`config.mk`:
```
export PLATFORM = sky130hd
export DESIGN_NAME = atc_top
export DESIGN_NICKNAME = d
export VERILOG_FILES = /design/src/atc_pkg.sv /design/src/atc_top.sv
export VERILOG_INCLUDE_DIRS = /design/src
export SDC_FILE = /design/constraint.sdc
export NUM_CORES = 1
export LEC_CHECK = 0
export CORE_ASPECT_RATIO = 0.9
export CORE_MARGIN = 2
export CORE_UTILIZATION = 30
export CTS_BUF_LIST = sky130_fd_sc_hd__clkbuf_8
export CTS_CLUSTER_SIZE = 25
export DETAILED_ROUTE_END_ITERATION = 7
export DONT_BUFFER_PORTS = 1
export GPL_TIMING_DRIVEN = 0
export PLACE_DENSITY_LB_ADDON = 0.08
export SLEW_MARGIN = 20
export SYNTH_ARGS = -nofsm -noshare
export SYNTH_HDL_FRONTEND = slang
export SYNTH_SLANG_ARGS = --single-unit
```
`constraint.sdc`:
```
create_clock -name clk_in -period 47 [get_ports clk_in]
set_input_delay 7.05 -clock clk_in [delete_from_list [all_inputs] [get_ports clk_in]]
set_output_delay 7.05 -clock clk_in [all_outputs]
set_load 0.02 [all_outputs]
```
`src/atc_params.svh`:
```
// Constants of the auto-torque current loop: addresses, fields, reset values
// How it works
// - Loop runs only while enable bit set
// - Writing one to bit 6 starts learning
// - Learning start bit self-clears when learning ends
// - Wait response-delay half-cycles before changing current
// - Load count is moving average over half-cycles
// - Codes 010,100,111 average 2,4,8 half-cycles
// - Other averaging codes use the raw count
// - Enabled current never below floor register
// - Enabled current never above ceiling register
// - Differential term only above differential threshold
// - Correction is P*e, plus D*de above threshold
// - Band upper edge from its register
// - Band lower edge from its register
// - Proportional gain from 8-bit register
// - Differential gain in bits 3-0; 7-4 reserved
// - Low learn constant held in register
// - 11-bit load count readable over two registers
// - Commanded current readable, between floor and ceiling
// - Disabled: commanded current reads ceiling value
`ifndef ATC_PARAMS_SVH
`define ATC_PARAMS_SVH
`define ATC_ADDR_CNT_LO 6'h1f
`define ATC_ADDR_CNT_HI 6'h20
`define ATC_ADDR_LRN_LO 6'h23
`define ATC_ADDR_UPPER 6'h24
`define ATC_ADDR_LOWER 6'h25
`define ATC_ADDR_PGAIN 6'h26
`define ATC_ADDR_DGAIN 6'h27
`define ATC_ADDR_CTRL 6'h28
`define ATC_ADDR_FLOOR 6'h29
`define ATC_ADDR_CEIL 6'h2a
`define ATC_ADDR_DTHR 6'h2b
`define ATC_ADDR_RSVD14 6'h2c
`define ATC_ADDR_READBACK 6'h2e
`define ATC_RST_ZERO 8'h00
`define ATC_RST_CTRL 8'h08
`define ATC_RST_FLOOR 8'h0a
`define ATC_RST_CEIL 8'hff
`define ATC_RST_DTHR 8'h05
`define ATC_RST_RSVD14 8'h0f
`define ATC_EN_BIT 7
`define ATC_LRN_BIT 6
`define ATC_DLY_HI 5
`define ATC_DLY_LO 3
`define ATC_AVG_HI 2
`define ATC_AVG_LO 0
`define ATC_DGAIN_HI 3
`define ATC_AVG_2 3'h2
`define ATC_AVG_4 3'h4
`define ATC_AVG_8 3'h7
`define ATC_LEARN_HALF_CYCLES 6'h20
`define ATC_CORR_SHIFT 4
`define ATC_STEP_LIMIT 10'sh0ff
`endif

```
`src/atc_pkg.sv`:
```
// Types shared by the auto-torque current loop
package atc_pkg;
  typedef struct packed {
    logic wr;
    logic [5:0] addr;
    logic [7:0] wdata;
  } atc_reg_req_s;
  typedef enum logic [1:0] {
    LEARN_IDLE = 2'b01,
    LEARN_RUN = 2'b10
  } atc_learn_e;
  typedef logic [10:0] atc_count_t;
endpackage

```
`src/atc_top.sv`:
```
// Auto-torque adaptive coil-current loop with its register file
`timescale 1ns/1ps
`include "atc_params.svh"
module atc_top (
  input wire logic clk_in, // 25 MHz clock
  input wire logic reset_in, // Synchronous reset, active high
  input wire atc_pkg::atc_reg_req_s reg_req_in, // Register write request
  input wire logic half_cycle_in, // One-cycle pulse per electrical half-cycle
  input wire atc_pkg::atc_count_t load_sample_in, // Raw load count of the ending half-cycle
  output logic [7:0] reg_rdata_out, // Read data for reg_req_in.addr, one cycle later
  output logic [7:0] coil_current_out, // Commanded coil current
  output logic learning_out // Learning routine running
);
  import atc_pkg::*;

  logic [7:0] upper_q;
  logic [7:0] upper_d;
  logic [7:0] lower_q;
  logic [7:0] lower_d;
  logic [7:0] pg_q;
  logic [7:0] pg_d;
  logic [7:0] dg_q;
  logic [7:0] dg_d;
  logic [7:0] ctrl_q;
  logic [7:0] ctrl_d;
  logic [7:0] floor_q;
  logic [7:0] floor_d;
  logic [7:0] ceil_q;
  logic [7:0] ceil_d;
  logic [7:0] dthr_q;
  logic [7:0] dthr_d;
  logic [7:0] rsvd_q;
  logic [7:0] rsvd_d;
  logic [7:0] lrn_lo_q;
  logic [7:0] lrn_lo_d;
  logic [7:0] rdata_q;
  logic [7:0] rdata_d;
  atc_learn_e learn_q, learn_d;
  logic [5:0] learn_cnt_q, learn_cnt_d;
  atc_count_t hist_q [0:7];
  atc_count_t hist_d [0:7];
  atc_count_t count_q, count_d;
  logic signed [12:0] err_prev_q, err_prev_d;
  logic [2:0] wait_q, wait_d;
  logic [7:0] cur_q, cur_d;
  logic wr_ctrl;
  logic enable;
  logic [2:0] delay;
  logic [13:0] sum2;
  logic [13:0] sum4;
  logic [13:0] sum8;
  logic signed [12:0] err;
  logic signed [12:0] derr;
  logic signed [12:0] derr_abs;
  logic signed [21:0] p_term, d_term, corr;
  logic signed [9:0] step, target;
  logic done;

  assign wr_ctrl = reg_req_in.wr && (reg_req_in.addr == `ATC_ADDR_CTRL);
  assign enable = ctrl_q[`ATC_EN_BIT];
  assign delay = ctrl_q[`ATC_DLY_HI:`ATC_DLY_LO];
  assign done = (learn_q == LEARN_RUN) && half_cycle_in && (learn_cnt_q == `ATC_LEARN_HALF_CYCLES);

  // Register file and read path
  always_comb
  begin
    upper_d = upper_q;
    lower_d = lower_q;
    pg_d = pg_q;
    dg_d = dg_q;
    ctrl_d = ctrl_q;
    floor_d = floor_q;
    ceil_d = ceil_q;
    dthr_d = dthr_q;
    rsvd_d = rsvd_q;
    lrn_lo_d = lrn_lo_q;
    if (done)
    begin
      ctrl_d[`ATC_LRN_BIT] = 1'b0;
    end
    if (reg_req_in.wr)
    begin
      if (reg_req_in.addr == `ATC_ADDR_UPPER)
        upper_d = reg_req_in.wdata;
      else if (reg_req_in.addr == `ATC_ADDR_LOWER)
        lower_d = reg_req_in.wdata;
      else if (reg_req_in.addr == `ATC_ADDR_PGAIN)
        pg_d = reg_req_in.wdata;
      else if (reg_req_in.addr == `ATC_ADDR_DGAIN)
        dg_d = reg_req_in.wdata;
      else if (reg_req_in.addr == `ATC_ADDR_CTRL)
        ctrl_d = reg_req_in.wdata;
      else if (reg_req_in.addr == `ATC_ADDR_FLOOR)
        floor_d = reg_req_in.wdata;
      else if (reg_req_in.addr == `ATC_ADDR_CEIL)
        ceil_d = reg_req_in.wdata;
      else if (reg_req_in.addr == `ATC_ADDR_DTHR)
        dthr_d = reg_req_in.wdata;
      else if (reg_req_in.addr == `ATC_ADDR_RSVD14)
        rsvd_d = reg_req_in.wdata;
      else if (reg_req_in.addr == `ATC_ADDR_LRN_LO)
        lrn_lo_d = reg_req_in.wdata;
    end
    if (reg_req_in.addr == `ATC_ADDR_CNT_LO)
      rdata_d = count_q[7:0];
    else if (reg_req_in.addr == `ATC_ADDR_CNT_HI)
      rdata_d = {count_q[10:8], 5'h00};
    else if (reg_req_in.addr == `ATC_ADDR_LRN_LO)
      rdata_d = lrn_lo_q;
    else if (reg_req_in.addr == `ATC_ADDR_UPPER)
      rdata_d = upper_q;
    else if (reg_req_in.addr == `ATC_ADDR_LOWER)
      rdata_d = lower_q;
    else if (reg_req_in.addr == `ATC_ADDR_PGAIN)
      rdata_d = pg_q;
    else if (reg_req_in.addr == `ATC_ADDR_DGAIN)
      rdata_d = dg_q;
    else if (reg_req_in.addr == `ATC_ADDR_CTRL)
      rdata_d = ctrl_q;
    else if (reg_req_in.addr == `ATC_ADDR_FLOOR)
      rdata_d = floor_q;
    else if (reg_req_in.addr == `ATC_ADDR_CEIL)
      rdata_d = ceil_q;
    else if (reg_req_in.addr == `ATC_ADDR_DTHR)
      rdata_d = dthr_q;
    else if (reg_req_in.addr == `ATC_ADDR_RSVD14)
      rdata_d = rsvd_q;
    else if (reg_req_in.addr == `ATC_ADDR_READBACK)
      rdata_d = cur_q;
    else
      rdata_d = `ATC_RST_ZERO;
  end

  always_ff @(posedge clk_in)
  begin
    if (reset_in)
    begin
      upper_q <= `ATC_RST_ZERO;
      lower_q <= `ATC_RST_ZERO;
      pg_q <= `ATC_RST_ZERO;
      dg_q <= `ATC_RST_ZERO;
      ctrl_q <= `ATC_RST_CTRL;
      floor_q <= `ATC_RST_FLOOR;
      ceil_q <= `ATC_RST_CEIL;
      dthr_q <= `ATC_RST_DTHR;
      rsvd_q <= `ATC_RST_RSVD14;
      lrn_lo_q <= `ATC_RST_ZERO;
      rdata_q <= `ATC_RST_ZERO;
    end
    else
    begin
      upper_q <= upper_d;
      lower_q <= lower_d;
      pg_q <= pg_d;
      dg_q <= dg_d;
      ctrl_q <= ctrl_d;
      floor_q <= floor_d;
      ceil_q <= ceil_d;
      dthr_q <= dthr_d;
      rsvd_q <= rsvd_d;
      lrn_lo_q <= lrn_lo_d;
      rdata_q <= rdata_d;
    end
  end

  // Learning routine: a fixed number of half-cycles with the current held at the ceiling
  always_comb
  begin
    learn_d = learn_q;
    learn_cnt_d = learn_cnt_q;
    case (learn_q)
      LEARN_IDLE:
      begin
        if (wr_ctrl && reg_req_in.wdata[`ATC_LRN_BIT])
        begin
          learn_d = LEARN_RUN;
          learn_cnt_d = 6'h00;
        end
      end
      LEARN_RUN:
      begin
        if (wr_ctrl && reg_req_in.wdata[`ATC_LRN_BIT])
          learn_cnt_d = 6'h00;
        else if (done)
          learn_d = LEARN_IDLE;
        else if (half_cycle_in)
          learn_cnt_d = learn_cnt_q + 6'h01;
      end
      default:
        learn_d = LEARN_IDLE;
    endcase
  end

  always_ff @(posedge clk_in)
  begin
    if (reset_in)
    begin
      learn_q <= LEARN_IDLE;
      learn_cnt_q <= 6'h00;
    end
    else
    begin
      learn_q <= learn_d;
      learn_cnt_q <= learn_cnt_d;
    end
  end

  // Averaging, PD correction and clamped current update
  always_comb
  begin
    hist_d[0] = load_sample_in;
    for (int i = 1; i < 8; i++)
      hist_d[i] = hist_q[i - 1];
    sum2 = 14'(hist_d[0]) + 14'(hist_d[1]);
    sum4 = sum2 + 14'(hist_d[2]) + 14'(hist_d[3]);
    sum8 = sum4 + 14'(hist_d[4]) + 14'(hist_d[5]) + 14'(hist_d[6]) + 14'(hist_d[7]);
    case (ctrl_q[`ATC_AVG_HI:`ATC_AVG_LO])
      `ATC_AVG_2: count_d = sum2[11:1];
      `ATC_AVG_4: count_d = sum4[12:2];
      `ATC_AVG_8: count_d = sum8[13:3];
      default: count_d = load_sample_in;
    endcase
    if (count_d > {3'h0, upper_q})
      err = 13'(count_d) - 13'(upper_q);
    else if (count_d < {3'h0, lower_q})
      err = 13'(count_d) - 13'(lower_q);
    else
      err = 13'sh0000;
    derr = err - err_prev_q;
    derr_abs = derr[12] ? -derr : derr;
    p_term = 22'(err) * $signed({1'b0, pg_q});
    d_term = 22'(derr) * $signed({1'b0, dg_q[`ATC_DGAIN_HI:0]});
    corr = (derr_abs > $signed({5'h00, dthr_q})) ? p_term + d_term : p_term;
    if ((corr >>> `ATC_CORR_SHIFT) > 22'(`ATC_STEP_LIMIT))
      step = `ATC_STEP_LIMIT;
    else if ((corr >>> `ATC_CORR_SHIFT) < -22'(`ATC_STEP_LIMIT))
      step = -`ATC_STEP_LIMIT;
    else
      step = 10'(corr >>> `ATC_CORR_SHIFT);
    target = $signed({2'h0, cur_q}) + step;
    err_prev_d = err_prev_q;
    wait_d = wait_q;
    cur_d = cur_q;
    if (!enable || learn_q == LEARN_RUN)
    begin
      cur_d = ceil_q;
      wait_d = 3'h0;
    end
    else if (half_cycle_in)
    begin
      err_prev_d = err;
      if (wait_q + 3'h1 >= delay)
      begin
        wait_d = 3'h0;
        if (target > $signed({2'h0, ceil_q}))
          cur_d = ceil_q;
        else if (target < $signed({2'h0, floor_q}))
          cur_d = floor_q;
        else
          cur_d = target[7:0];
      end
      else
      begin
        wait_d = wait_q + 3'h1;
        // A limit write may land while the wait runs
        if (cur_q > ceil_q)
          cur_d = ceil_q;
        else if (cur_q < floor_q)
          cur_d = floor_q;
      end
    end
    else if (cur_q > ceil_q)
      cur_d = ceil_q;
    else if (cur_q < floor_q)
      cur_d = floor_q;
  end

  always_ff @(posedge clk_in)
  begin
    if (reset_in)
    begin
      for (int i = 0; i < 8; i++)
        hist_q[i] <= 11'h000;
      count_q <= 11'h000;
      err_prev_q <= 13'sh0000;
      wait_q <= 3'h0;
      cur_q <= `ATC_RST_CEIL;
    end
    else
    begin
      if (half_cycle_in)
      begin
        for (int i = 0; i < 8; i++)
          hist_q[i] <= hist_d[i];
        count_q <= count_d;
      end
      err_prev_q <= err_prev_d;
      wait_q <= wait_d;
      cur_q <= cur_d;
    end
  end

  assign reg_rdata_out = rdata_q;
  assign coil_current_out = cur_q;
  assign learning_out = learn_q[1];
endmodule

```
==> impl_metrics.prom, run 1 <==
# TYPE chip_impl_metric gauge
chip_impl_metric{name="route.detailed.vias_per_inst",unit=""} 5.154
chip_impl_metric{name="synth_edf_count",unit=""} 77
chip_impl_metric{name="initial_utilization",unit=""} 0.3036
chip_impl_metric{name="power.density_cell_area",unit="nW/um^2"} 34.19
chip_impl_metric{name="grt-ovfl-total",unit=""} 0
chip_impl_info{name="crit-reg2reg-launch",value="hist_q[0][0]$_SDFFCE_PN0P_"} 1
chip_impl_metric{name="netlist_instances",unit=""} 2638
chip_impl_metric{name="residual_drc_count",unit=""} 0
chip_impl_metric{name="total_power",unit="mW"} 0.8337
chip_impl_metric{name="cts.htree.levels",unit=""} 2
chip_impl_metric{name="fill_cells",unit=""} 7835
chip_impl_metric{name="critical_path.max_fanout",unit=""} 10
chip_impl_metric{name="clock_tree.buffer_depth",unit=""} 3
chip_impl_info{name="clockRootBuffer",value="sky130_fd_sc_hd__clkbuf_8"} 1
chip_impl_info{name="yosysMostFrequentCell",value="sky130_fd_sc_hd__inv_1"} 1
chip_impl_metric{name="groute.usage.overall",unit=""} 0.1970
chip_impl_metric{name="wirelength",unit="um"} 74910
chip_impl_info{name="ys_top_cells_by_area",value="sky130_fd_sc_hd__fa_1 (16%), sky130_fd_sc_hd__dfxtp_1 (12%), sky130_fd_sc_hd__ha_1 (11%)"} 1
chip_impl_metric{name="postLayoutCellArea",unit="um^2"} 24380
chip_impl_metric{name="cts.repair_timing.setup_buffer_count",unit=""} 0
chip_impl_info{name="cpMaxStageDelayCell",value="sky130_fd_sc_hd__o41ai_4"} 1
chip_impl_metric{name="worst-endpoint-arrival",unit="ns"} 29.86
chip_impl_info{name="worst_path_dominant_cell_family",value="adder cells"} 1
chip_impl_info{name="yosysTopAreaCell",value="sky130_fd_sc_hd__fa_1"} 1
chip_impl_metric{name="cap_viol_max_count",unit=""} 0
chip_impl_metric{name="antenna_left",unit=""} 0
chip_impl_metric{name="cts.reportedPaths.clkPinSlew",unit="ns"} 0.06
chip_impl_metric{name="num_vias",unit=""} 18940
chip_impl_metric{name="maxClockFrequency",unit="GHz"} 0.03407
chip_impl_metric{name="yosys.area.top_type_share",unit=""} 0.1602
chip_impl_info{name="synth_ff_type",value="sky130_fd_sc_hd__dfxtp_1"} 1
chip_impl_metric{name="boundaryPins",unit=""} 46
chip_impl_metric{name="worst_pin_slew",unit="ns"} 1.187
chip_impl_metric{name="insertion_delay",unit="ns"} 0.62
chip_impl_metric{name="core.rowCount",unit=""} 94
chip_impl_info{name="critical_path.endpoint",value="coil_current_out[1]$_SDFF_PP1_"} 1
chip_impl_metric{name="setup_slack_reg_to_reg",unit="ns"} 23.72
chip_impl_metric{name="grt_pass1_wl",unit="um"} 116100
chip_impl_metric{name="setup_viol",unit=""} 0
chip_impl_info{name="setup_repair_after_global_routing_missed_its_margin",value="no"} 1
chip_impl_metric{name="pin_count_of_the_biggest_net_entering_global_routing",unit=""} 42
chip_impl_info{name="end_kind",value="register"} 1
chip_impl_metric{name="footprint_of_the_multi_input_gates",unit="um^2"} 15490
chip_impl_metric{name="synthArstFlopShare",unit=""} 0
chip_impl_metric{name="timing_hold_violations_final",unit=""} 0
chip_impl_info{name="cts_tree",value="yes"} 1
chip_impl_metric{name="first_global_vias",unit=""} 19050
chip_impl_metric{name="grt_antenna_before_repair",unit=""} 0
chip_impl_metric{name="cts.repair.resized",unit=""} 0
chip_impl_metric{name="synth_seq_area_share",unit=""} 0.2209
chip_impl_metric{name="setup_tns",unit="ns"} 0
chip_impl_metric{name="cts_hold_repair.buffers",unit=""} 0
chip_impl_metric{name="layout.nets",unit=""} 3094
chip_impl_metric{name="final_min_period_over_clock_period",unit=""} 0.6245
chip_impl_metric{name="first_pass_iters",unit=""} 5
chip_impl_info{name="worstHoldPathType",value="reg2reg"} 1
chip_impl_metric{name="drt_first_iter_violations",unit=""} 1273
chip_impl_metric{name="die_width",unit="um"} 291.1
chip_impl_metric{name="cts_sink_cnt",unit=""} 207
chip_impl_metric{name="cts-buffers-inserted",unit=""} 40
chip_impl_metric{name="layout-drive-gt1-share",unit=""} 0.04718
chip_impl_info{name="status",value="finished clean"} 1
chip_impl_metric{name="average_wire_per_cell_in_the_routed_design",unit="um"} 20.39
chip_impl_metric{name="critPathMaxStageDelay",unit="ns"} 0.67
chip_impl_metric{name="cp.buffers_inverters",unit=""} 15
chip_impl_info{name="min_delay_startpoint",value="dthr_q[5]$_SDFFE_PP0P_"} 1
chip_impl_metric{name="coreArea",unit="um^2"} 73270
chip_impl_metric{name="postSynthNetCount",unit=""} 3048
chip_impl_metric{name="netlist_cell_types",unit=""} 97
chip_impl_metric{name="placed_area",unit="um^2"} 23530
chip_impl_metric{name="min_period",unit="ns"} 29.35
chip_impl_metric{name="worst-endpoint-required",unit="ns"} 47.51
chip_impl_metric{name="hold_ws",unit="ns"} 0.4553
chip_impl_metric{name="number_of_placed_instances_with_taps_included",unit=""} 3602
chip_impl_metric{name="worst_r2r_path_depth",unit=""} 89
chip_impl_metric{name="area_growth_syn_to_layout",unit="%"} 9.599
chip_impl_metric{name="fp.dieArea",unit="um^2"} 76360
chip_impl_metric{name="power_leakage",unit="nW"} 10.90
chip_impl_metric{name="postSynthAreaPerCell",unit="um^2"} 8.434
chip_impl_metric{name="instances_no_fill",unit=""} 3674
chip_impl_info{name="cp-startpoint",value="load_sample_in[0]"} 1
chip_impl_metric{name="worst-path-stages",unit=""} 89
chip_impl_info{name="worstSetupPathType",value="in2reg"} 1
chip_impl_info{name="reg2reg_to",value="coil_current_out[1]$_SDFF_PP1_"} 1
chip_impl_metric{name="synth.cell_area",unit="um^2"} 22250
chip_impl_info{name="ys_top_cells_by_count",value="sky130_fd_sc_hd__inv_1 (398), sky130_fd_sc_hd__nand2_1 (250), sky130_fd_sc_hd__ha_1 (203), sky130_fd_sc_hd__fa_1 (178), sky130_fd_sc_hd__a21oi_1 (175)"} 1
chip_impl_metric{name="dp_hpwl",unit="um"} 60970
chip_impl_metric{name="maxSlewViolCount",unit=""} 0
chip_impl_metric{name="chipHeight",unit="um"} 262.4
chip_impl_info{name="type_of_element_launching_the_critical_path",value="input port"} 1
chip_impl_metric{name="port_buffers",unit=""} 0
chip_impl_metric{name="ys_seq_elements",unit=""} 207
chip_impl_metric{name="place.gp.congestion",unit=""} 0.8717
chip_impl_metric{name="irDropWorstVdd",unit="V"} 0.00003328
chip_impl_metric{name="register_area",unit="um^2"} 4915
chip_impl_metric{name="slew-limit-headroom",unit=""} 0.2036
chip_impl_metric{name="yosys_warnings",unit=""} 0
chip_impl_metric{name="finalClockSkew",unit="ns"} 0.05703
[where the power goes]
part	internal [mW]	switching, mW	leakage, nW
registers	0.192	0.00358	1.90
clock network	0.104	0.0881	0.476
logic	0.176	0.270	8.53
total	0.472	0.361	10.9
[worst min-delay path by stage]
stage	end	cells past startpoint	slack [ns]
after detailed placement	dthr_q[5]$_SDFFE_PP0P_	2	0.45
after global placement	dg_q[4]$_SDFFE_PP0P_	2	0.44
after CTS	dthr_q[5]$_SDFFE_PP0P_	2	0.46
after floorplan	rsvd_q[5]$_SDFFE_PP0P_	2	0.43
after global routing	lrn_lo_q[2]$_SDFFE_PP0P_	2	0.48
final	dthr_q[5]$_SDFFE_PP0P_	2	0.46
[area by class of cell]
| cell class | count | area share |
|---|---|---|
| multi-input cells | 1931 | 0.6351 |
| flip-flops and latches | 207 | 0.2015 |
| inverters | 399 | 0.06152 |
| well taps | 960 | 0.04926 |
| clock buffers | 48 | 0.02709 |
| plain buffers | 101 | 0.01673 |
| clock inverters | 23 | 0.006670 |
| repair buffers | 4 | 0.001950 |
| diodes | 1 | 0.0001026 |
[flip-flops by register name (all words and copies together), names as in the netlist]
name,flops
ceil_q,8
coil_current_out,8
count_q,11
ctrl_q,8
dg_q,8
dthr_q,8
err_prev_q,12
floor_q,8
hist_q,77
learn_cnt_q,6
learn_q,2
lower_q,8
lrn_lo_q,8
pg_q,8
reg_rdata_out,8
rsvd_q,8
upper_q,8
wait_q,3
[metrics by stage]
step | setup WS, ns | utilization
6_report | 17.65 | 0.3328
5_1_grt | 16.12 | 0.3328
4_1_cts | 17.64 | 0.3324
3_5_place_dp | 17.08 | 0.3211
3_3_place_gp | 16.69 | 0.3200
2_1_floorplan | 20.91 | -
[worst min-delay path: cells and delay by family (launching register included)]
kind	cells	cell delay [ns]
simple gates	1	0.05
flops	1	0.31
compound gates	1	0.05
[cells in the final DEF (no fill, tap or decap), types with 18 or more instances in the layout]
master                     instances
sky130_fd_sc_hd__and2_1           80
sky130_fd_sc_hd__a31oi_1          24
sky130_fd_sc_hd__xnor2_1          51
sky130_fd_sc_hd__fa_1            178
sky130_fd_sc_hd__edfxtp_1         77
sky130_fd_sc_hd__mux2i_1          38
sky130_fd_sc_hd__o21a_1           22
sky130_fd_sc_hd__clkbuf_8         48
sky130_fd_sc_hd__nand4_1          19
sky130_fd_sc_hd__xor2_1           41
sky130_fd_sc_hd__clkbuf_1         88
sky130_fd_sc_hd__a21oi_1         173
sky130_fd_sc_hd__nand3_1         102
sky130_fd_sc_hd__nand2_1         250
sky130_fd_sc_hd__a211oi_1         19
sky130_fd_sc_hd__nor3_1           68
sky130_fd_sc_hd__o21ai_0          72
sky130_fd_sc_hd__dfxtp_1         130
sky130_fd_sc_hd__nand2b_1         31
sky130_fd_sc_hd__nor2b_1          39
sky130_fd_sc_hd__or3_1            18
sky130_fd_sc_hd__a21o_1           57
sky130_fd_sc_hd__ha_1            203
sky130_fd_sc_hd__inv_1           410
sky130_fd_sc_hd__and3_1           51
sky130_fd_sc_hd__nor2_1          154
[cell families after synthesis]
| logic type | Yosys count | share of synthesized area |
|---|---|---|
| AND/OR/NAND/NOR | 862 | 0.1908 |
| AO/OA/AOI/OAI | 551 | 0.1708 |
| buffers and inverters | 500 | 0.08565 |
| adder cells (fa/ha/maj) | 381 | 0.2743 |
| flip-flops | 207 | 0.2209 |
| XOR/XNOR | 92 | 0.03622 |
| multiplexers | 45 | 0.02131 |
[per-layer routing]
layer | share of wire | vias up | track usage
li1 | - | 9098 | -
met1 | 0.48 | 9281 | 0.2797
met2 | 0.44 | 457 | 0.3094
met3 | 0.051 | 100 | 0.02876
met4 | 0.028 | 0 | 0.05671
met5 | 0 | - | 0
(Power assumes the default switching activity.)
==> inputs of run 2 (changes only) <==
==> constraint.sdc (replaced) <==
create_clock -name clk_in -period 24.9 [get_ports clk_in]
set_input_delay 3.735 -clock clk_in [delete_from_list [all_inputs] [get_ports clk_in]]
set_output_delay 3.735 -clock clk_in [all_outputs]
set_load 0.02 [all_outputs]
==> run 2 against run 1 <==
Net effect: hold slack gained 0.0033 ns; final cell count grew 0.52%; sequential cell count is the same; largest power group unchanged; via count grew 0.64%.
==> impl_metrics.prom, run 2 (synthesis gave the netlist of run 1 again) <==
# TYPE chip_impl_metric gauge
chip_impl_metric{name="cts_hold_repair.buffers",unit=""} 0
chip_impl_metric{name="setup_slack_reg_to_reg",unit="ns"} 3.68
chip_impl_metric{name="setup_viol",unit=""} 0
chip_impl_info{name="min_delay_startpoint",value="dthr_q[5]$_SDFFE_PP0P_"} 1
chip_impl_info{name="reg2reg_to",value="coil_current_out[1]$_SDFF_PP1_"} 1
chip_impl_metric{name="worst-endpoint-required",unit="ns"} 25.41
chip_impl_info{name="worstSetupPathType",value="in2reg"} 1
chip_impl_metric{name="worst-endpoint-arrival",unit="ns"} 24.47
chip_impl_metric{name="dp_hpwl",unit="um"} 60970
chip_impl_metric{name="first_global_vias",unit=""} 19060
chip_impl_metric{name="placed_area",unit="um^2"} 23530
chip_impl_info{name="type_of_element_launching_the_critical_path",value="input port"} 1
chip_impl_metric{name="grt_pass1_wl",unit="um"} 116200
chip_impl_metric{name="boundaryPins",unit=""} 46
chip_impl_metric{name="cts_sink_cnt",unit=""} 207
chip_impl_metric{name="register_area",unit="um^2"} 4915
chip_impl_metric{name="layout-drive-gt1-share",unit=""} 0.06371
chip_impl_metric{name="layout.nets",unit=""} 3112
chip_impl_info{name="cpMaxStageDelayCell",value="sky130_fd_sc_hd__fa_1"} 1
chip_impl_metric{name="num_vias",unit=""} 19060
chip_impl_info{name="worstHoldPathType",value="reg2reg"} 1
chip_impl_metric{name="power_report.internal_total",unit="mW"} 0.9202
chip_impl_info{name="layout_commonest_cell",value="sky130_fd_sc_hd__inv_1"} 1
chip_impl_metric{name="fill_cells",unit=""} 7831
chip_impl_info{name="registers.top_by_ff_count",value="hist_q"} 1
chip_impl_metric{name="footprint_of_the_multi_input_gates",unit="um^2"} 15710
chip_impl_metric{name="instances_no_fill",unit=""} 3693
chip_impl_metric{name="port_buffers",unit=""} 0
chip_impl_metric{name="worst_r2r_path_depth",unit=""} 90
chip_impl_metric{name="coreArea",unit="um^2"} 73270
chip_impl_metric{name="largest_register_ff_count",unit=""} 77
chip_impl_metric{name="initial_utilization",unit=""} 0.3036
chip_impl_metric{name="combinationalPowerShare",unit=""} 0.548
chip_impl_metric{name="number_of_placed_instances_with_taps_included",unit=""} 3602
chip_impl_metric{name="worst_pin_slew",unit="ns"} 1.146
chip_impl_metric{name="die_width",unit="um"} 291.1
chip_impl_metric{name="maxSlewViolCount",unit=""} 0
chip_impl_metric{name="cts.reportedPaths.clkPinSlew",unit="ns"} 0.06
chip_impl_info{name="cp-startpoint",value="load_sample_in[0]"} 1
chip_impl_info{name="cts_tree",value="yes"} 1
chip_impl_metric{name="share_seq_of_total_power",unit=""} 0.228
chip_impl_info{name="end_kind",value="register"} 1
chip_impl_metric{name="power.share.switching",unit=""} 0.4318
chip_impl_metric{name="postLayoutCellArea",unit="um^2"} 24770
chip_impl_metric{name="insertion_delay",unit="ns"} 0.61
chip_impl_metric{name="average_wire_per_cell_in_the_routed_design",unit="um"} 20.36
chip_impl_metric{name="drt_first_iter_violations",unit=""} 1263
chip_impl_metric{name="critical_path.max_fanout",unit=""} 8
chip_impl_metric{name="min_delay_path_depth",unit=""} 2
chip_impl_metric{name="hold_ws",unit="ns"} 0.4586
chip_impl_metric{name="wirelength",unit="um"} 75180
chip_impl_info{name="status",value="finished clean"} 1
chip_impl_info{name="most_frequent_cells_in_the_layout",value="sky130_fd_sc_hd__inv_1 (409), sky130_fd_sc_hd__nand2_1 (249), sky130_fd_sc_hd__ha_1 (203)"} 1
chip_impl_metric{name="grt-ovfl-total",unit=""} 0
chip_impl_metric{name="maxClockFrequency",unit="GHz"} 0.04172
chip_impl_metric{name="core.rowCount",unit=""} 94
chip_impl_metric{name="pin_count_of_the_biggest_net_entering_global_routing",unit=""} 42
chip_impl_metric{name="critPathMaxStageDelay",unit="ns"} 0.55
chip_impl_metric{name="dpl_worst_slack",unit="ns"} -1.704
chip_impl_metric{name="slew-limit-headroom",unit=""} 0.2279
chip_impl_metric{name="grt_antenna_before_repair",unit=""} 0
chip_impl_metric{name="total_power",unit="mW"} 1.620
chip_impl_metric{name="cap_viol_max_count",unit=""} 0
chip_impl_metric{name="cts.htree.levels",unit=""} 2
chip_impl_metric{name="cts-buffers-inserted",unit=""} 40
chip_impl_info{name="timing.hold.worst_endpoint",value="dthr_q[5]$_SDFFE_PP0P_"} 1
chip_impl_metric{name="groute.usage.overall",unit=""} 0.1971
chip_impl_metric{name="first_pass_iters",unit=""} 5
chip_impl_metric{name="irDropWorstVdd",unit="V"} 0.00005974
chip_impl_metric{name="finalWorstSetupSlack",unit="ns"} 0.9335
chip_impl_info{name="crit-reg2reg-launch",value="hist_q[0][0]$_SDFFCE_PN0P_"} 1
chip_impl_metric{name="chipHeight",unit="um"} 262.4
chip_impl_info{name="worst_path_dominant_cell_family",value="adder cells"} 1
chip_impl_metric{name="residual_drc_count",unit=""} 0
chip_impl_metric{name="power.density_cell_area",unit="nW/um^2"} 65.38
chip_impl_metric{name="cp.buffers_inverters",unit=""} 17
chip_impl_metric{name="share_clk_of_total_power",unit=""} 0.224
chip_impl_metric{name="final_min_period_over_clock_period",unit=""} 0.9625
chip_impl_metric{name="antenna_left",unit=""} 0
chip_impl_metric{name="fp.dieArea",unit="um^2"} 76360
chip_impl_metric{name="timing_hold_violations_final",unit=""} 0
chip_impl_metric{name="place.gp.congestion",unit=""} 0.8717
chip_impl_metric{name="netSwitchingPower",unit="mW"} 0.6994
chip_impl_metric{name="finalClockSkew",unit="ns"} 0.06011
chip_impl_info{name="biggestRegsByFlops",value="hist_q: 77 flops, err_prev_q: 12 flops, count_q: 11 flops"} 1
chip_impl_info{name="clockRootBuffer",value="sky130_fd_sc_hd__clkbuf_8"} 1
chip_impl_metric{name="area_growth_syn_to_layout",unit="%"} 11.34
chip_impl_metric{name="min_period",unit="ns"} 23.97
chip_impl_metric{name="clock_tree.buffer_depth",unit=""} 3
chip_impl_metric{name="route.detailed.vias_per_inst",unit=""} 5.161
chip_impl_metric{name="power_leakage",unit="nW"} 11.07
run 2: cell count changes in the layout (fill, tap and decap cells not counted), moves of 3 or more:
| cell | previous run | this run |
|---|---|---|
| sky130_fd_sc_hd__xor2_2 | 0 | 3 |
| sky130_fd_sc_hd__xor2_1 | 41 | 38 |
| sky130_fd_sc_hd__a21oi_1 | 173 | 167 |
| sky130_fd_sc_hd__o21ai_4 | 0 | 3 |
| sky130_fd_sc_hd__a21oi_2 | 4 | 9 |
| sky130_fd_sc_hd__buf_4 | 2 | 18 |
run 2: worst max path at each step:
| stage | endpoint | slack (ns) | depth (start not counted) |
|---|---|---|---|
| global route | coil_current_out[1]$_SDFF_PP1_ | -0.07 | 92 |
| global placement | coil_current_out[1]$_SDFF_PP1_ | -2.10 | 89 |
| detailed placement | coil_current_out[1]$_SDFF_PP1_ | -1.70 | 88 |
| CTS | coil_current_out[1]$_SDFF_PP1_ | 0.04 | 91 |
| finish | coil_current_out[1]$_SDFF_PP1_ | 0.93 | 90 |
| floorplan | coil_current_out[1]$_SDFF_PP1_ | 2.12 | 88 |
run 2: repair_timing:
action	4_1_cts	5_1_grt
pin swaps	2	8
setup buffers	1	17
endpoints found under the setup margin	8	8
gates resized for setup	15	35
run 2: layout make-up:
class | instances | area share
tap | 960 | 0.04849
clock buffer | 48 | 0.02667
clock inverter | 23 | 0.006566
inverter | 399 | 0.06056
sequential | 207 | 0.1984
buffer | 101 | 0.01667
antenna | 2 | 0.0002020
multi-input combinational | 1931 | 0.6341
timing repair buffer | 22 | 0.008385
run 2: power groups by stage:
stage                     Sequential (mW)  Combinational [mW]  Clock [mW]
after detailed placement            0.376               0.834           0
after floorplan                     0.374               0.635           0
after global placement              0.377               0.829           0
final                               0.369               0.887       0.364
after global routing                0.370                1.00       0.390
after CTS                           0.369               0.846       0.376
run 2: layer usage:
metal | wire (um) | up-vias | global-route usage | share of wire
met2 | 33160 | 417 | 0.3099 | 0.44
met5 | 0 | - | 0 | 0
met3 | 3548 | 91 | 0.02791 | 0.047
li1 | - | 9143 | - | -
met1 | 36560 | 9407 | 0.2804 | 0.49
met4 | 1914 | 0 | 0.05629 | 0.025
run 2: stage by stage:
| stage | setup TNS (ns) | utilization |
|---|---|---|
| floorplan | 0 | - |
| global placement | -16.24 | 0.3200 |
| detailed placement | -13.21 | 0.3211 |
| CTS | 0 | 0.3333 |
| global route | -0.3372 | 0.3380 |
| finish | 0 | 0.3381 |
run 2: worst reg2reg max path: cells and delay by family, from the launching register on:
family	cells	cell delay [ns]
buffers and inverters	17	1.85
muxes	1	0.29
adders and majority gates	21	8.39
and+or+nand+nor	17	3.42
DFF	1	0.39
AOI/OAI and AO/OA	30	5.97
xor gates and xnor gates	4	0.84
